**src/sac_regs.vh**
```
// Purpose: Shared constants of the converter control block
// Assumes: 200 MHz system clock, host drives select and serial clock
// Notes:   Edge counts are serial-clock falling edges inside one frame
`ifndef SAC_REGS_VH
`define SAC_REGS_VH

// Data path widths
`define SAC_RES_W            8
`define SAC_CNT_W            6
`define SAC_FRAME_BITS       10

// Codes of the transfer characteristic
`define SAC_CODE_ZERO        8'h00
`define SAC_CODE_MID         8'h80
`define SAC_CODE_FULL        8'hFF
`define SAC_MASK_MSB         8'h80
`define SAC_MASK_LSB         8'h01

// Edge numbers within a frame
`define SAC_EDGE_NONE        6'h00
`define SAC_EDGE_RES_FIRST   6'h02
`define SAC_EDGE_RES_LAST    6'h09
`define SAC_EDGE_DATA_END    6'h0A
`define SAC_EDGE_PWRUP_CAL   6'h10
`define SAC_EDGE_CAL_START   6'h11
`define SAC_EDGE_CAL_END     6'h20
`define SAC_EDGE_MAX         6'h3F

// Host timing, in ns, kept for reference by the bench
`define SAC_T_SETUP_NS       15
`define SAC_T_DESELECT_NS    10
`define SAC_ACQUISITION_INTERVAL_NS         275
`define SAC_CLK_PERIOD_NS    5

// Successive approximation states
`define SAC_ST_IDLE          2'h0
`define SAC_ST_STEP          2'h1
`define SAC_ST_DONE          2'h2

`endif

```
**src/sac_ctrl.v**
```verilog
// Purpose: Digital control of an 8-bit successive-approximation converter
// Assumes: Comparator and DAC are an analog macro clocked by CLK
// Notes:   Select and serial clock are pins and are synchronised first
//
// How it works
// - Clamp corrected codes at 00 for low inputs; top inputs give FF less the stored offset.
// - Result is unsigned straight binary, one LSB is reference over 256.
// - A frame runs from select falling to select rising; one sample each, except the power-up frame.
// - Sample at select fall; CLK paces conversion, serial clock paces shifting.
// - Output frame is ten bits: two zeros then eight result bits.
// - First zero at select fall, later bits on each clock falling edge.
// - After ten clock cycles the data output stays low.
// - Select rising ends the frame and releases the data output.
// - First frame after power-up calibrates and keeps data output low.
// - Power-up calibration commits only after 16 clock falls, else kept.
// - Power-up calibration lasts at least 15 serial clock periods.
// - Offset store is zero at power-up; only power cycling clears it.
// - Offset store has no read or write path from the serial side.
// - Analog inputs are disconnected while calibration runs.
// - Every later result is corrected by the stored offset.
// - Normal frame: data in first 10 clocks, calibrate edges 17 to 32.
// - Normal frame with fewer than 32 clock falls keeps the offset.
`default_nettype none
`include "sac_regs.vh"

module sac_ctrl (
  input  wire                  CLK,
  input  wire                  NRST,
  input  wire                  CS_N,
  input  wire                  SCLK,
  input  wire                  COMP,
  output wire                  SDO_OUT,
  output wire                  SDO_OE,
  output wire                  TRACK,
  output wire                  INPUT_CONNECT,
  output wire [`SAC_RES_W-1:0] DAC_CODE,
  output wire                  CAL_BUSY
);

  // Pin synchronisers; the second stage and its delayed copy are read by logic
  reg cs_s1_reg;
  reg cs_s2_reg;
  reg cs_prev_reg;
  reg sclk_s1_reg;
  reg sclk_s2_reg;
  reg sclk_prev_reg;

  always @(posedge CLK) begin
    if (!NRST) begin
      cs_s1_reg     <= 1'b1;
      cs_s2_reg     <= 1'b1;
      cs_prev_reg   <= 1'b1;
      sclk_s1_reg   <= 1'b0;
      sclk_s2_reg   <= 1'b0;
      sclk_prev_reg <= 1'b0;
    end else begin
      cs_s1_reg     <= CS_N;
      cs_s2_reg     <= cs_s1_reg;
      cs_prev_reg   <= cs_s2_reg;
      sclk_s1_reg   <= SCLK;
      sclk_s2_reg   <= sclk_s1_reg;
      sclk_prev_reg <= sclk_s2_reg;
    end
  end

  wire frame_start = cs_prev_reg & ~cs_s2_reg;
  wire frame_end   = ~cs_prev_reg & cs_s2_reg;
  wire in_frame    = ~cs_s2_reg;
  wire sclk_fall   = in_frame & sclk_prev_reg & ~sclk_s2_reg;

  // Falling-edge count, saturating so long frames do not wrap
  reg [`SAC_CNT_W-1:0] edge_cnt_reg;
  reg [`SAC_CNT_W-1:0] edge_cnt_next;

  always @* begin
    edge_cnt_next = edge_cnt_reg;
    if (frame_start) begin
      edge_cnt_next = `SAC_EDGE_NONE;
    end else if (sclk_fall && edge_cnt_reg != `SAC_EDGE_MAX) begin
      edge_cnt_next = edge_cnt_reg + 6'h01;
    end
  end

  wire new_edge = sclk_fall && edge_cnt_reg != `SAC_EDGE_MAX;

  // power-up flag; power-up is the only reset
  reg first_frame_reg;
  reg first_frame_next;

  always @* begin
    first_frame_next = first_frame_reg;
    if (frame_end) begin
      first_frame_next = 1'b0;
    end
  end

  // Calibration control
  reg cal_active_reg;
  reg cal_active_next;
  reg cal_ready_reg;
  reg cal_ready_next;
  reg [`SAC_RES_W-1:0] cal_code_reg;
  reg [`SAC_RES_W-1:0] cal_code_next;
  reg [`SAC_RES_W-1:0] offset_correction_store_reg;
  reg [`SAC_RES_W-1:0] offset_correction_store_next;

  // Successive approximation engine shared by samples and calibration
  reg [1:0]            sar_state_reg;
  reg [1:0]            sar_state_next;
  reg [`SAC_RES_W-1:0] sar_code_reg;
  reg [`SAC_RES_W-1:0] sar_code_next;
  reg [`SAC_RES_W-1:0] sar_mask_reg;
  reg [`SAC_RES_W-1:0] sar_mask_next;
  reg                  sar_is_cal_reg;
  reg                  sar_is_cal_next;
  reg                  track_reg;
  reg                  track_next;

  localparam [1:0] ST_IDLE = `SAC_ST_IDLE;
  localparam [1:0] ST_STEP = `SAC_ST_STEP;
  localparam [1:0] ST_DONE = `SAC_ST_DONE;

  wire start_cal_normal = in_frame && !first_frame_reg && new_edge &&
                          edge_cnt_next == `SAC_EDGE_CAL_START;
  wire start_cal_pwrup  = frame_start && first_frame_reg;
  wire start_sample     = frame_start && !first_frame_reg;

  // Offset correction with clamping to the code range
  reg [`SAC_RES_W-1:0] corrected;

  always @* begin
    // offset removed before shifting; clamped at code 00
    if (sar_code_reg > offset_correction_store_reg) begin
      corrected = sar_code_reg - offset_correction_store_reg;
    end else begin
      corrected = `SAC_CODE_ZERO;
    end
  end

  wire buf_in_ready;
  wire buf_in_valid = (sar_state_reg == ST_DONE) && !sar_is_cal_reg;

  always @* begin
    sar_state_next  = sar_state_reg;
    sar_code_next   = sar_code_reg;
    sar_mask_next   = sar_mask_reg;
    sar_is_cal_next = sar_is_cal_reg;
    track_next      = track_reg;
    cal_code_next   = cal_code_reg;
    cal_ready_next  = cal_ready_reg;
    case (sar_state_reg)
      ST_IDLE: begin
        if (start_sample || start_cal_pwrup || start_cal_normal) begin
          // hold the input from the select fall onward, or from edge 17 for a normal-frame calibration
          track_next      = 1'b0;
          sar_state_next  = ST_STEP;
          sar_code_next   = `SAC_CODE_MID;
          sar_mask_next   = `SAC_MASK_MSB;
          sar_is_cal_next = ~start_sample;
          cal_ready_next  = 1'b0;
        end
      end
      ST_STEP: begin
        // binary search, keep the trial bit when input is above
        if (!COMP) begin
          sar_code_next = sar_code_reg & ~sar_mask_reg;
        end
        if (sar_mask_reg == `SAC_MASK_LSB) begin
          sar_state_next = ST_DONE;
        end else begin
          sar_mask_next = sar_mask_reg >> 1;
          sar_code_next = (COMP ? sar_code_reg
                                : (sar_code_reg & ~sar_mask_reg))
                          | (sar_mask_reg >> 1);
        end
      end
      ST_DONE: begin
        if (sar_is_cal_reg) begin
          cal_code_next  = sar_code_reg;
          cal_ready_next = 1'b1;
          sar_state_next = ST_IDLE;
          // offset code taken; inputs stay cut while cal_active_reg is set, tracking resumes at frame end
          sar_is_cal_next = 1'b0;
        end else if (buf_in_ready) begin
          // A full buffer stalls here until the shifter drains a word
          sar_state_next = ST_IDLE;
          track_next     = 1'b1;
        end
      end
      default: begin
        sar_state_next = ST_IDLE;
      end
    endcase
    if (frame_end) begin
      // Reconnect for acquisition; the host times it
      track_next = 1'b1;
    end
  end

  always @* begin
    cal_active_next = cal_active_reg;
    offset_correction_store_next = offset_correction_store_reg;
    if (start_cal_pwrup || start_cal_normal) begin
      cal_active_next = 1'b1;
    end
    // power-up commit at edge 16; spans 15 periods at least
    if (first_frame_reg && cal_active_reg && new_edge &&
        edge_cnt_next == `SAC_EDGE_PWRUP_CAL) begin
      cal_active_next = 1'b0;
      if (cal_ready_next) begin
        offset_correction_store_next = cal_code_next;
      end
    end
    // normal calibration ends on edge 32
    if (!first_frame_reg && cal_active_reg && new_edge &&
        edge_cnt_next == `SAC_EDGE_CAL_END) begin
      cal_active_next = 1'b0;
      if (cal_ready_next) begin
        offset_correction_store_next = cal_code_next;
      end
    end
    // short frame abandons the calibration, store kept
    if (frame_end) begin
      cal_active_next = 1'b0;
    end
  end

  // Result buffer between conversion and shifter
  wire                  buf_out_valid;
  wire [`SAC_RES_W-1:0] buf_out_data;
  wire                  load_edge = in_frame && new_edge &&
                                    edge_cnt_next == `SAC_EDGE_RES_FIRST;
  // A word left unread by a frame cut before edge 2 is dropped at its end
  wire                  buf_pop   = (load_edge || frame_end) &&
                                    !first_frame_reg;

  sac_buf2 #(
    .WIDTH (`SAC_RES_W)
  ) u_buf (
    .clk       (CLK),
    .nrst      (NRST),
    .in_valid  (buf_in_valid),
    .in_ready  (buf_in_ready),
    .in_data   (corrected),
    .out_valid (buf_out_valid),
    .out_ready (buf_pop),
    .out_data  (buf_out_data)
  );

  // Serial output shifter
  reg [`SAC_RES_W-1:0] shift_reg;
  reg [`SAC_RES_W-1:0] shift_next;
  reg                  sdo_reg;
  reg                  sdo_next;
  reg                  sdo_oe_reg;
  reg                  sdo_oe_next;

  always @* begin
    shift_next  = shift_reg;
    sdo_next    = sdo_reg;
    sdo_oe_next = sdo_oe_reg;
    if (frame_start) begin
      // first zero launched at the select fall
      sdo_oe_next = 1'b1;
      sdo_next    = 1'b0;
    end else if (frame_end) begin
      sdo_oe_next = 1'b0;
      sdo_next    = 1'b0;
    end else if (new_edge) begin
      if (first_frame_reg) begin
        sdo_next = 1'b0;
      end else if (edge_cnt_next == `SAC_EDGE_RES_FIRST) begin
        // most significant bit first; after two zeros
        if (buf_out_valid) begin
          sdo_next   = buf_out_data[`SAC_RES_W-1];
          shift_next = buf_out_data << 1;
        end else begin
          sdo_next   = 1'b0;
          shift_next = `SAC_CODE_ZERO;
        end
      end else if (edge_cnt_next > `SAC_EDGE_RES_FIRST &&
                   edge_cnt_next <= `SAC_EDGE_RES_LAST) begin
        sdo_next   = shift_reg[`SAC_RES_W-1];
        shift_next = shift_reg << 1;
      end else begin
        // second zero, and low from edge 10 onward
        sdo_next = 1'b0;
      end
    end
  end

  always @(posedge CLK) begin
    if (!NRST) begin
      edge_cnt_reg   <= `SAC_EDGE_NONE;
      first_frame_reg <= 1'b1;
      cal_active_reg <= 1'b0;
      cal_ready_reg  <= 1'b0;
      cal_code_reg   <= `SAC_CODE_ZERO;
      offset_correction_store_reg <= `SAC_CODE_ZERO;
      sar_state_reg  <= ST_IDLE;
      sar_code_reg   <= `SAC_CODE_ZERO;
      sar_mask_reg   <= `SAC_CODE_ZERO;
      sar_is_cal_reg <= 1'b0;
      track_reg      <= 1'b1;
      shift_reg      <= `SAC_CODE_ZERO;
      sdo_reg        <= 1'b0;
      sdo_oe_reg     <= 1'b0;
    end else begin
      edge_cnt_reg   <= edge_cnt_next;
      first_frame_reg <= first_frame_next;
      cal_active_reg <= cal_active_next;
      cal_ready_reg  <= cal_ready_next;
      cal_code_reg   <= cal_code_next;
      offset_correction_store_reg <= offset_correction_store_next;
      sar_state_reg  <= sar_state_next;
      sar_code_reg   <= sar_code_next;
      sar_mask_reg   <= sar_mask_next;
      sar_is_cal_reg <= sar_is_cal_next;
      track_reg      <= track_next;
      shift_reg      <= shift_next;
      sdo_reg        <= sdo_next;
      sdo_oe_reg     <= sdo_oe_next;
    end
  end

  // Next trial code is registered to the DAC every cycle and holds after conversion
  reg [`SAC_RES_W-1:0] dac_reg;

  always @(posedge CLK) begin
    if (!NRST) begin
      dac_reg <= `SAC_CODE_ZERO;
    end else begin
      dac_reg <= sar_code_next;
    end
  end

  // the store reaches a port only through the corrected result on SDO_OUT
  assign SDO_OUT  = sdo_reg;
  assign SDO_OE   = sdo_oe_reg;
  assign TRACK    = track_reg;
  assign INPUT_CONNECT = ~cal_active_reg & ~sar_is_cal_reg;
  assign DAC_CODE = dac_reg;
  assign CAL_BUSY = cal_active_reg;

endmodule

`default_nettype wire

```
**src/sac_buf2.v**
```verilog
// Purpose: Two-entry word buffer with valid and ready on both sides
// Assumes: Single clock, synchronous active-low reset
// Notes:   Full and empty are exact; a push and pop may share a cycle
`default_nettype none

module sac_buf2 #(
  parameter WIDTH = 8
) (
  input  wire             clk,
  input  wire             nrst,
  input  wire             in_valid,
  output wire             in_ready,
  input  wire [WIDTH-1:0] in_data,
  output wire             out_valid,
  input  wire             out_ready,
  output wire [WIDTH-1:0] out_data
);

  reg [WIDTH-1:0] mem_reg [0:1];
  reg             wr_ptr_reg;
  reg             rd_ptr_reg;
  reg [1:0]       count_reg;

  wire push = in_valid & in_ready;
  wire pop  = out_valid & out_ready;

  assign in_ready  = (count_reg != 2'h2);
  assign out_valid = (count_reg != 2'h0);
  assign out_data  = mem_reg[rd_ptr_reg];

  always @(posedge clk) begin
    if (push) begin
      mem_reg[wr_ptr_reg] <= in_data;
    end
  end

  always @(posedge clk) begin
    if (!nrst) begin
      wr_ptr_reg <= 1'b0;
      rd_ptr_reg <= 1'b0;
      count_reg  <= 2'h0;
    end else begin
      if (push) begin
        wr_ptr_reg <= ~wr_ptr_reg;
      end
      if (pop) begin
        rd_ptr_reg <= ~rd_ptr_reg;
      end
      if (push && !pop) begin
        count_reg <= count_reg + 2'h1;
      end else if (pop && !push) begin
        count_reg <= count_reg - 2'h1;
      end
    end
  end

endmodule

`default_nettype wire

```
**config.mk**
```make
export PLATFORM = sky130hd
export DESIGN_NAME = sac_ctrl
export DESIGN_NICKNAME = d
export VERILOG_FILES = /design/src/sac_ctrl.v /design/src/sac_buf2.v
export VERILOG_INCLUDE_DIRS = /design/src /design/src/src
export SDC_FILE = /design/constraint.sdc
export NUM_CORES = 1
export LEC_CHECK = 0
export BUFFER_PORTS_ARGS = -buffer_cell sky130_fd_sc_hd__buf_4
export CAP_MARGIN = 15
export CORE_MARGIN = 1.5
export CORE_UTILIZATION = 50
export CTS_BUF_LIST = sky130_fd_sc_hd__clkbuf_4 sky130_fd_sc_hd__clkbuf_8
export CTS_CLUSTER_SIZE = 20
export DETAILED_ROUTE_END_ITERATION = 7
export GPL_TIMING_DRIVEN = 0
export PLACE_DENSITY = 0.71
export SLEW_MARGIN = 10
export SYNTH_ARGS = -nofsm -noshare
export SYNTH_HDL_FRONTEND = slang
export SYNTH_SLANG_ARGS = --single-unit
```
**constraint.sdc**
```tcl
create_clock -name CLK -period 3.3 [get_ports CLK]
set_clock_uncertainty 0.2 [all_clocks]
set_input_delay 0.165 -clock CLK [delete_from_list [all_inputs] [get_ports CLK]]
set_output_delay 0.165 -clock CLK [all_outputs]
set_load 0.1 [all_outputs]
```
Word level (Yosys, flattened, before mapping) --
Memory sizes are Yosys's and may differ from the RTL's. A register that Yosys moved wholly into a read port is not among the register bits. Index checks and enable logic that the tools add are counted. Widths: inputs -> output; s select.
Storage, ports and cells: flip-flop bits (word level) 65, memory bits (writable) 16, input port bits 5, output and inout port bits 13, logic and storage cells 155, memories kept 1
Cells by class: add/subtract/negate cells 4, $lt $le $gt $ge 3, equal/unequal tests 15, muxes and demuxes 44, bitwise logic cells 22, reduce and logical (&&, ||, !) cells 43
Memories:
- u_buf.mem_reg | depth 2, width 8, rd ports 1, clocked after Yosys merged registers in 1, wr ports 1, line sac_buf2.v:19 | reg [WIDTH-1:0] mem_reg [0:1];
Operator list (number):
- $mux 8 | 14
- $pmux 8 s2 | 2
- $logic_and 1x1->1 | 19
- $mux 1 | 16
- $eq 6x5->1 const B | 2
- $mux 2 | 6
- $mux 6 | 2
- $not 1->1 | 12
- $reduce_bool 2->1 | 6
- $ne 2x2->1 const B | 5
- $and 8x8->8 | 1
- $eq 8x1->1 const B | 1
- $gt 8x8->1 | 1
- $not 8->8 | 1
- $or 8x7->8 | 1
- $sub 8x8->8 | 1
- $and 1x1->1 | 7
- $add 6x1->6 const B | 1
- $eq 6x2->1 const B | 1
- $eq 6x6->1 const B | 1
- $gt 6x2->1 const B | 1
- $le 6x4->1 const B | 1
- $ne 6x6->1 const B | 1
- $pmux 1 s2 | 3
- other kinds (17) | 25

Depth between registers and ports, before layout --
Gate-level depths: netlist (run 1).
depth in word-level cells 15, mapped depth 12, mapped depth without buffers 12

Hierarchy --
A second synthesis (run 1) with hierarchy kept.
Unflattened totals: cell total of the unflattened synthesis 429, area, all modules 3937.5 um2
By module, submodules not included:
- sac_ctrl | instances 1, cells an instance 379, area an instance 3128.0 um2, seq. area each 1201.2 um2
- sac_buf2 | instances 1, cells an instance 50, area an instance 809.5 um2, seq. area each 580.6 um2

Worst setup path before layout (run 1) --
OpenSTA, ideal clock, no wires.
path kind reg-to-reg, start point register DAC_CODE[0] (netlist name), end point memory u_buf.mem_reg[0][6] (data pin), setup time 176 ps, arrival 2619 ps, required time 2924 ps, slack 305 ps, cell stages (with the launch flop) 12, path buffers 0, period minus slack after synthesis 2995 ps, cell sequence dfxtp_1 > inv_1 > ha_1 > inv_1 > fa_1 > a21oi_1 > o21bai_1 > a21oi_1 > nor2b_1 > o21ai_0 > a21o_1 > nor3b_1
RTL lines (line):
- to (decl) | sac_buf2.v:19

Worst setup path after layout (run 1) --
start point register edge_cnt_reg[0], end point register u_buf.count_reg[1]
Between the ends: longest elaborated chain between the ends 12, elaborated cells on any way between the ends 16, those cells by class add/sub: 1; eq/ne: 2; mux: 3; bitwise: 1; reduce/logical: 9
Ends and longest elaborated chain:
- from (decl) | line sac_ctrl.v:72 | reg [`SAC_CNT_W-1:0] edge_cnt_reg;
- from (signal assigned) | line sac_ctrl.v:294 | edge_cnt_reg <= `SAC_EDGE_NONE;
- from (signal assigned) | line sac_ctrl.v:309 | edge_cnt_reg <= edge_cnt_next;
- branches (longest 5 deep; another with $add 6x1->6)
- $logic_and 1x1->1 (no source line) (*)
- $logic_or 1x1->1 (*) | line sac_ctrl.v:234 | wire buf_pop = (load_edge || frame_end) &&
- $logic_and 1x1->1 (*) | line sac_ctrl.v:234
- $and 1x1->1 (*) | line sac_buf2.v:25 | wire pop = out_valid & out_ready;
- $logic_not 1->1 | line sac_buf2.v:49 | if (push && !pop) begin
- $logic_and 1x1->1 | line sac_buf2.v:49
- $mux 2 / $reduce_bool 2->1 (equally long branches)
- to (signal assigned) | line sac_buf2.v:50 | count_reg <= count_reg + 2'h1;
- to (signal assigned) | line sac_buf2.v:52 | count_reg <= count_reg - 2'h1;
- to (decl) | line sac_buf2.v:22 | reg [1:0] count_reg;
Every way passes the cells marked *. A chain may end at the register's enable or synchronous reset.

==> reports/results.txt, run 1 <==
longest individual stage delay on the worst path: 0.46 ns
reported leakage power: 1.725 nW
part of the Yosys area used for sequential elements: 0.4689
class of the most critical hold timing path: reg -> reg
final setup TNS: 0 ns
leading cell type in the layout, fill and taps excluded: dfxtp_1
Post-synth ARST share: 0
summed instance area of the synthesized netlist: 3800 sq um
antenna fix cells: 0
share of final-layout standard cells stronger than drive strength 1: 0.1393
clock tree sinks: 81
adder-cell area share of the yosys netlist: 0.04478
# rows: 31
minimum clock period after layout: 3.180 ns
critical path launch point type: register
final weighted congestion in routability-driven placement: 0.8357
share of the core filled with cells: 0.6078
Hold Startpoint: cs_s1_reg$_SDFF_PN1_
crit path launch: edge_cnt_reg[0]$_SDFF_PN0_
Avg Cell Area, Syn: 9.694 sq um
post-synthesis to final-layout area growth: 16.63%
Tcrit/Tclk final: 0.9637
multi-input gate area in the final layout: 1912 sq um
initial antenna violation count: 0
post-synthesis simple-gate area fraction: 0.2107
detailed-route vias per instance: 5.663
number of library cell types mapped by synthesis: 57
Final setup viols: 0
Critical Path Fanout Max: 7
pre-CTS setup slack: -0.09138 ns
number of flip-flops and latches in the synthesized netlist: 81
fillers: 644
cell-by-cell trace of the critical path: ha_2 > nand3_1 > o21ai_4 > mux2i_1 > nand4_1 > o31ai_2 > inv_1 > ha_1 > or3_1 > a21oi_1
Cells after DPL: 508
category of the most critical setup path: reg -> reg
combinational family with the most area after synthesis: simple AND/OR/NAND/NOR gates
aggregate global-route resource usage: 0.2077
main flop type after synthesis: dfxtp_1
I/O pins: 18
Routed Antenna Nets: 0
compound-cell area share of the yosys netlist: 0.1660
most frequent cells in the layout: dfxtp_1 (65), nor2_1 (39), buf_4 (26), inv_1 (23), nand2_1 (21)
number of port buffers: 17
synthesized-area fraction occupied by xor and xnor cells: 0.02305
leading post-synthesis cells by cell area: dfxtp_1 (34%), edfxtp_1 (13%), mux2i_1 (4.7%), ha_1 (4.0%), nor2_1 (3.9%)
placement-stage cell area: 4051 sq um
maximum VDD drop: 0.3134 mV
number of enable flip-flop cells after synthesis: 16
Num CTS Buffers: 9
drt wl/cell: 15.39 microns
cell with the largest stage delay on the worst path: dfxtp_1
clock tree from TritonCTS: yes
post-synth top area cell: dfxtp_1
worst-case hold slack: 0.2353 ns
H-tree lvl count: 3
DR vias: 3041
number of global-route vias before repair: 2930
core footprint: 7292 sq um
wire length after detailed routing: 8264 microns
final hold violations: 0
violation count after the first detailed-route iteration: 144
Reg2Reg Launch Point: edge_cnt_reg[0]$_SDFF_PN0_
worst max-slew margin expressed relative to the limit: 0.5344
number of nets in the layout: 451
deepest clock path buffer count: 2
floorplan die area: 8132 sq um
clock slew seen by the registers of the worst setup and hold paths: 0.08 ns
mux share of post-synthesis cell area: 0.04742
cell area after layout: 4432 sq um
Register Area: 1782 sq um
status: complete, no violations
share of Yosys cell area claimed by the top area cell type: 0.3424
detailed placer's ending HPWL: 5789 microns
maximum number of pins on one net before global-route repair: 14
root buffer selected by CTS: clkbuf_8
Worst-Skew Late Latency: 0.35 ns
gr ovfl total: 0
max-cap violation count: 0
Slew Limit Fails: 0
floorplan die width: 90.18 microns
highest attainable clock frequency: 314.4 MHz
Starting Density: 0.5211
overall power of the completed layout: 1.996 mW
Critical Path End Type: register
power density normalized to cell area: 450.3 nW/um^2
required arrival time at the worst endpoint: 3.38 ns
Post-Syn Nets: 410
final non-filler cell total: 537
Worst EP arrival: 3.26 ns
slew at the pin with the worst max-slew slack: 0.6970 ns
detailed-routing iteration count for the pre-antenna-repair pass: 4
first-pass GRT wire length: 13720 microns
final worst slack: 0.1198 ns
Post-route DRC: 0
Die Y-Extent: 90.18 microns
Post-Synthesis Cells: 392
synth warn: 0
-- power by group --
| group | switching, mW | internal [mW] |
|---|---|---|
| Clock | 0.351 | 0.465 |
| Sequential | 0.0147 | 1.02 |
| Combinational | 0.101 | 0.0448 |
-- Yosys cell counts (all sizes together), types with 14 or more instances --
master / n
dfxtp: 65
and3: 14
nor2: 39
inv: 23
o31ai: 16
nand3: 14
nand2: 22
mux2i: 18
edfxtp: 16
nand2b: 14
a21oi: 15
-- repair_timing --
item / 4_1_cts / 5_1_grt
endpoints found under the setup margin: 8 / 16
hold buffers: 4 / 0
pin swaps: 1 / 4
endpoints found under the hold margin: 7 / 0
buffers inserted: 0 / 9
gates resized for setup: 4 / 4
-- routing by layer --
metal | wire, microns | part of all wire | global-route usage
met2 | 4191 | 0.51 | 0.3554
met5 | 0 | 0 | 0
met1 | 3694 | 0.45 | 0.2577
met3 | 295 | 0.036 | 0.04907
met4 | 82 | 0.0099 | 0.06614
-- critical path, delay by kind of cell, from the launching register on --
kind / cells / cell delay (ns)
muxes: 1 / 0.28
DFF: 1 / 0.46
buffers and inverters: 1 / 0.08
and+or+nand+nor: 3 / 0.72
AOI/OAI and AO/OA: 3 / 0.78
adders and majority gates: 2 / 0.59
-- final timing paths --
path / endpoint / slack, ns / cells after the start
max: u_buf.count_reg[1]$_SDFFE_PN0P_ / 0.12 / 10
min: cs_s2_reg$_SDFF_PN1_ / 0.24 / 1
max reg2reg: u_buf.count_reg[1]$_SDFFE_PN0P_ / 0.12 / 10
min reg2reg: cs_s2_reg$_SDFF_PN1_ / 0.24 / 1
-- kinds of logic (layout without fill, tap and decap cells) --
logic type / Yosys count / in the layout
flip-flops: 81 / 81
adder cells (fa/ha/maj): 13 / 13
buffers and inverters: 37 / 83
multiplexers: 18 / 18
AND/OR/NAND/NOR: 149 / 149
AO/OA/AOI/OAI: 84 / 84
XOR/XNOR: 10 / 10
-- area by class of cell --
class / count / area share
multi-input combinational: 274 / 0.4314
sequential: 81 / 0.4020
timing repair buffer: 30 / 0.05308
clock buffer: 12 / 0.03444
tap: 99 / 0.02795
inverter: 23 / 0.01948
clock inverter: 4 / 0.01722
buffer: 14 / 0.01440
Power figures use the tool's default switching activity.
==> run 2, diff against run 1 <==
--- a/config.mk
+++ b/config.mk
@@ -8,7 +8,6 @@
 export LEC_CHECK = 0
 export BUFFER_PORTS_ARGS = -buffer_cell sky130_fd_sc_hd__buf_4
 export CAP_MARGIN = 15
-export CORE_MARGIN = 1.5
 export CORE_UTILIZATION = 50
 export CTS_BUF_LIST = sky130_fd_sc_hd__clkbuf_4 sky130_fd_sc_hd__clkbuf_8
 export CTS_CLUSTER_SIZE = 20
==> reports/results.txt, run 2 (synthesis gave the netlist of run 1 again) <==
status: complete, no violations (unchanged)
floorplan die area: 7952 sq um (was 8132 sq um)
minimum clock period after layout: 3.157 ns (was 3.180 ns)
class of the most critical hold timing path: reg -> reg (unchanged)
highest attainable clock frequency: 316.8 MHz (was 314.4 MHz)
final hold violations: 0 (unchanged)
critical path launch point type: register (unchanged)
detailed placer's ending HPWL: 5672 microns (was 5789 microns)
maximum VDD drop: 0.3856 mV (was 0.3134 mV)
gr ovfl total: 0 (unchanged)
drt wl/cell: 15.16 microns (was 15.39 microns)
share of the core filled with cells: 0.6012 (was 0.6078)
detailed-routing iteration count for the pre-antenna-repair pass: 4 (unchanged)
deepest clock path buffer count: 2 (unchanged)
Register Area: 1782 sq um (unchanged)
antenna fix cells: 0 (unchanged)
detailed-route wire length on metal 1: 3728 microns (was 3694 microns)
number of nets in the layout: 449 (was 451)
first-pass GRT wire length: 12980 microns (was 13720 microns)
detailed-route vias per instance: 5.596 (was 5.663)
slew at the pin with the worst max-slew slack: 0.7013 ns (was 0.6970 ns)
DR WL met3: 269 microns (was 295 microns)
H-tree lvl count: 3 (unchanged)
Slew Limit Fails: 0 (unchanged)
leading cell type in the layout, fill and taps excluded: dfxtp_1 (unchanged)
Critical Path End Type: register (unchanged)
final weighted congestion in routability-driven placement: 0.8214 (was 0.8357)
core footprint: 7292 sq um (unchanged)
floorplan die width: 89.18 microns (was 90.18 microns)
violation count after the first detailed-route iteration: 137 (was 144)
worst-case hold slack: 0.2243 ns (was 0.2353 ns)
Die Y-Extent: 89.18 microns (was 90.18 microns)
Tcrit/Tclk final: 0.9565 (was 0.9637)
Post-route DRC: 0 (unchanged)
Routed Antenna Nets: 0 (unchanged)
max-cap violation count: 0 (unchanged)
aggregate global-route resource usage: 0.2144 (was 0.2077)
multi-input gate area in the final layout: 1909 sq um (was 1912 sq um)
clock slew seen by the registers of the worst setup and hold paths: 0.09 ns (was 0.08 ns)
initial antenna violation count: 0 (unchanged)
# rows: 31 (unchanged)
root buffer selected by CTS: clkbuf_8 (unchanged)
number of port buffers: 17 (unchanged)
wire length after detailed routing: 8109 microns (was 8264 microns)
final non-filler cell total: 535 (was 537)
routed length on met2: 3989 microns (was 4191 microns)
clock tree sinks: 81 (unchanged)
I/O pins: 18 (unchanged)
DR vias: 2994 (was 3041)
post-synthesis to final-layout area growth: 15.38% (was 16.63%)
required arrival time at the worst endpoint: 3.38 ns (about the same)
power density normalized to cell area: 436.3 nW/um^2 (was 450.3 nW/um^2)
worst max-slew margin expressed relative to the limit: 0.5315 (was 0.5344)
clock tree from TritonCTS: yes (unchanged)
overall power of the completed layout: 1.913 mW (was 1.996 mW)
highest layer used for signal routing: met4 (unchanged)
maximum number of pins on one net before global-route repair: 14 (unchanged)
fillers: 674 (was 644)
Final setup viols: 0 (unchanged)
Worst EP arrival: 3.24 ns (was 3.26 ns)
most frequent cells in the layout: dfxtp_1 (65), nor2_1 (39), buf_4 (24), inv_1 (23), nand2_1 (21) (was dfxtp_1 (65), nor2_1 (39), buf_4 (26), inv_1 (23), nand2_1 (21))
reported leakage power: 1.701 nW (was 1.725 nW)
category of the most critical setup path: reg -> reg (unchanged)
Worst-Skew Late Latency: 0.35 ns (about the same)
placement-stage cell area: 4051 sq um (unchanged)
number of global-route vias before repair: 2791 (was 2930)
Num CTS Buffers: 9 (unchanged)
share of final-layout standard cells stronger than drive strength 1: 0.1307 (was 0.1393)
cell area after layout: 4384 sq um (was 4432 sq um)
Cells after DPL: 508 (unchanged)
Critical Path Fanout Max: 7 (unchanged)
Starting Density: 0.5211 (unchanged)
run 2: cell count changes in the layout (fill, tap and decap cells not counted), sizes merged:
cell,delta
clkinvlp,+1
bufinv,-1
buf,-2
clkinv,+1
clkbuf,-1
run 2: worst max-delay path, stage by stage, from the launching register on:
cell and delay, ns:
dfxtp_1 0.37, nor3b_2 0.42, nand2_1 0.16, o311ai_4 0.44
nand4_1 0.23, o31ai_2 0.34, inv_1 0.08, ha_1 0.34
or3_1 0.36, a21oi_1 0.14
run 2: metal layers:
layer  global-route usage  vias up
li1                     -     1508
met1               0.2673     1430
met2               0.3629       44
met3              0.05540       12
met4              0.07071        0
met5                    0        -
run 2: worst paths after layout:
path                                           start                               to  slack, ns  cells after the start
worst max-delay path            cs_s2_reg$_SDFF_PN1_  u_buf.count_reg[1]$_SDFFE_PN0P_       0.14                      9
worst min-delay path            cs_s1_reg$_SDFF_PN1_             cs_s2_reg$_SDFF_PN1_       0.22                      1
worst max register to register  cs_s2_reg$_SDFF_PN1_  u_buf.count_reg[1]$_SDFFE_PN0P_       0.14                      9
worst min register to register  cs_s1_reg$_SDFF_PN1_             cs_s2_reg$_SDFF_PN1_       0.22                      1
run 2: stage by stage:
| stage | TNS [ns] | worst slack (ns) |
|---|---|---|
| final | 0 | 0.1434 |
| after global routing | -0.01155 | -0.01155 |
| after CTS | 0 | 0.06865 |
| after detailed placement | -0.1168 | -0.1168 |
| after global placement | -0.05246 | -0.04857 |
| after floorplan | 0 | 0.3054 |
run 2: cell type report:
type,count,area share
multi-input combinational,274,0.4355
clock inverter,5,0.01256
sequential,81,0.4064
inverter,23,0.01969
buffer,14,0.01427
tap,99,0.02825
timing repair buffer,28,0.05023
clock buffer,11,0.03311
run 2: what timing repair did:
action                                 4_1_cts  5_1_grt
endpoints found under the hold margin        7        0
setup endpoints to repair                    8       13
resized for setup                            3        2
pin swaps                                    1        2
buffers inserted                             1        6
hold buffers                                 4        0
run 2: report_power, final:
part | total (mW) | internal, mW | switching [mW]
clock network | 0.735 | 0.376 | 0.359
registers | 1.03 | 1.02 | 0.0139
logic | 0.145 | 0.0446 | 0.100
==> run 3, diff against run 2 <==
--- a/config.mk
+++ b/config.mk
@@ -13,7 +13,7 @@
 export CTS_CLUSTER_SIZE = 20
 export DETAILED_ROUTE_END_ITERATION = 7
 export GPL_TIMING_DRIVEN = 0
-export PLACE_DENSITY = 0.71
+export PLACE_DENSITY = 0.67
 export SLEW_MARGIN = 10
 export SYNTH_ARGS = -nofsm -noshare
 export SYNTH_HDL_FRONTEND = slang
==> reports/results.txt, run 3 (synthesis gave the netlist of run 1 again) <==
status: complete, no violations (unchanged)
max-cap violation count: 0 (unchanged)
switching component of the power: 0.4627 mW (was 0.4735 mW)
clock tree from TritonCTS: yes (unchanged)
detailed placer's ending HPWL: 5678 microns (was 5672 microns)
number of global-route vias before repair: 2864 (was 2791)
Num CTS Buffers: 9 (unchanged)
DR vias: 2973 (was 2994)
Critical Path End Type: register (unchanged)
class of the most critical hold timing path: reg -> reg (unchanged)
floorplan die width: 89.18 microns (unchanged)
number of port buffers: 17 (unchanged)
initial antenna violation count: 0 (unchanged)
aggregate global-route resource usage: 0.2234 (was 0.2144)
category of the most critical setup path: reg -> reg (unchanged)
Critical Path Fanout Max: 10 (was 7)
Final setup viols: 0 (unchanged)
part of the power in combinational logic: 0.074 (was 0.076)
minimum clock period after layout: 3.108 ns (was 3.157 ns)
maximum VDD drop: 0.2247 mV (was 0.3856 mV)
reported leakage power: 1.715 nW (was 1.701 nW)
part of the power in the clock network: 0.398 (was 0.385)
Cells after DPL: 508 (unchanged)
switching fraction of total power: 0.2365 (was 0.2475)
cell-by-cell trace of the critical path: inv_1 > ha_1 > or4_4 > a211oi_2 > a41o_2 > nand2_4 > and3_4 > buf_6 > a221o_1 (was nor3b_2 > nand2_1 > o311ai_4 > nand4_1 > o31ai_2 > inv_1 > ha_1 > or3_1 > a21oi_1)
deepest clock path buffer count: 2 (unchanged)
Tcrit/Tclk final: 0.9419 (was 0.9565)
clock slew seen by the registers of the worst setup and hold paths: 0.08 ns (was 0.09 ns)
core footprint: 7292 sq um (unchanged)
worst max-slew margin expressed relative to the limit: 0.5504 (was 0.5315)
count of buffering cells on the critical path with inverters included: 2 (was 1)
number of nets in the layout: 448 (was 449)
cell family with most CP delay: compound AO/OA/AOI/OAI gates (was simple AND/OR/NAND/NOR gates)
Slew Limit Fails: 0 (unchanged)
Routed Antenna Nets: 0 (unchanged)
internal power consumption: 1.494 mW (was 1.439 mW)
most frequent cells in the layout: dfxtp_1 (64), nor2_1 (39), inv_1 (23), buf_4 (23), nand2_1 (21) (was dfxtp_1 (65), nor2_1 (39), buf_4 (24), inv_1 (23), nand2_1 (21))
final weighted congestion in routability-driven placement: 0.8136 (was 0.8214)
violation count after the first detailed-route iteration: 144 (was 137)
final hold violations: 0 (unchanged)
clock tree sinks: 81 (unchanged)
leading cell type in the layout, fill and taps excluded: dfxtp_1 (unchanged)
maximum number of pins on one net before global-route repair: 14 (unchanged)
Worst EP arrival: 3.15 ns (was 3.24 ns)
floorplan die area: 7952 sq um (unchanged)
Starting Density: 0.5211 (unchanged)
Die Y-Extent: 89.18 microns (unchanged)
power density normalized to cell area: 443.9 nW/um^2 (was 436.3 nW/um^2)
root buffer selected by CTS: clkbuf_8 (unchanged)
relative contribution of sequential cells to total power: 0.528 (was 0.540)
detailed-route vias per instance: 5.567 (was 5.596)
first-pass GRT wire length: 13460 microns (was 12980 microns)
cell with the largest stage delay on the worst path: or4_4 (was o311ai_4)
# rows: 31 (unchanged)
Post-route DRC: 0 (unchanged)
highest attainable clock frequency: 321.7 MHz (was 316.8 MHz)
longest individual stage delay on the worst path: 0.59 ns (was 0.44 ns)
unrepaired setup endpoints after global routing: no
worst-case hold slack: 0.2190 ns (was 0.2243 ns)
post-synthesis to final-layout area growth: 16.00% (was 15.38%)
gr ovfl total: 0 (unchanged)
wire length after detailed routing: 8125 microns (was 8109 microns)
final non-filler cell total: 534 (was 535)
detailed-routing iteration count for the pre-antenna-repair pass: 4 (unchanged)
share of final-layout standard cells stronger than drive strength 1: 0.1333 (was 0.1307)
share of the core filled with cells: 0.6045 (was 0.6012)
drt wl/cell: 15.22 microns (was 15.16 microns)
H-tree lvl count: 3 (unchanged)
antenna fix cells: 0 (unchanged)
slew at the pin with the worst max-slew slack: 0.6731 ns (was 0.7013 ns)
Worst-Skew Late Latency: 0.35 ns (about the same)
I/O pins: 18 (unchanged)
final setup TNS: 0 ns (unchanged)
critical path launch point type: register (unchanged)
required arrival time at the worst endpoint: 3.34 ns (was 3.38 ns)
run 3: changes by cell type in the layout (fill, tap and decap cells not counted), sizes merged:
| cell | change |
|---|---|
| buf | -1 |
| bufinv | +1 |
| clkbuf | -1 |
| clkinv | +1 |
| clkinvlp | -1 |
run 3: routing by layer:
metal | up-vias | wire length [microns] | track usage
li1 | 1499 | - | -
met1 | 1416 | 3801 | 0.2805
met2 | 49 | 3949 | 0.3713
met3 | 9 | 262 | 0.04524
met4 | 0 | 112 | 0.1025
met5 | - | 0 | 0
run 3: worst paths after layout:
kind | slack (ns) | from | end | cells after the start
max | 0.19 | cs_s2_reg$_SDFF_PN1_ | DAC_CODE[4]$_SDFFE_PN0P_ | 9
min | 0.22 | cs_s1_reg$_SDFF_PN1_ | cs_s2_reg$_SDFF_PN1_ | 1
max reg2reg | 0.19 | cs_s2_reg$_SDFF_PN1_ | DAC_CODE[4]$_SDFFE_PN0P_ | 9
min reg2reg | 0.22 | cs_s1_reg$_SDFF_PN1_ | cs_s2_reg$_SDFF_PN1_ | 1
run 3: metrics by stage:
stage	area, sq um	total power, mW	setup WS (ns)
after global routing	4408	2.031	0.02154
after detailed placement	4051	1.195	-0.1060
final	4408	1.957	0.1916
after floorplan	3800	1.158	0.3054
after CTS	4333	1.969	0.03072
after global placement	4051	1.194	-0.04749
run 3: power groups by stage:
stage                     Clock (mW)  Sequential (mW)  Combinational, mW
final                          0.779             1.03              0.145
after global routing           0.838             1.04              0.158
after CTS                      0.791             1.03              0.145
after detailed placement           0             1.06              0.140
after global placement             0             1.06              0.139
after floorplan                    0             1.08             0.0772
run 3: worst register-to-register path: cells and delay by family, from the launching register on:
kind / cells / cell delay, ns
compound gates: 3 / 0.92
fa+ha+maj: 1 / 0.31
buf+inv: 2 / 0.24
flops: 1 / 0.45
simple gates: 3 / 0.88
run 3: what timing repair did:
action / in CTS / in global routing
pin swaps: 0 / 3
buffers inserted: 0 / 6
gates cloned: 0 / 0
hold buffers: 4 / 0
setup endpoints to repair: 7 / 16
resized for setup: 4 / 6
hold endpoints to repair: 6 / 0
run 3: cell type report:
| class | instances | area [sq um] |
|---|---|---|
| Inverter | 23 | 86.33 |
| Sequential cell | 81 | 1783 |
| Tap cell | 99 | 123.9 |
| Fill cell | 681 | 2884 |
| Clock inverter | 6 | 82.58 |
| Clock buffer | 10 | 131.4 |
| Buffer | 14 | 63.81 |
| Timing Repair Buffer | 27 | 212.7 |
| Multi-Input combinational cell | 274 | 1924 |
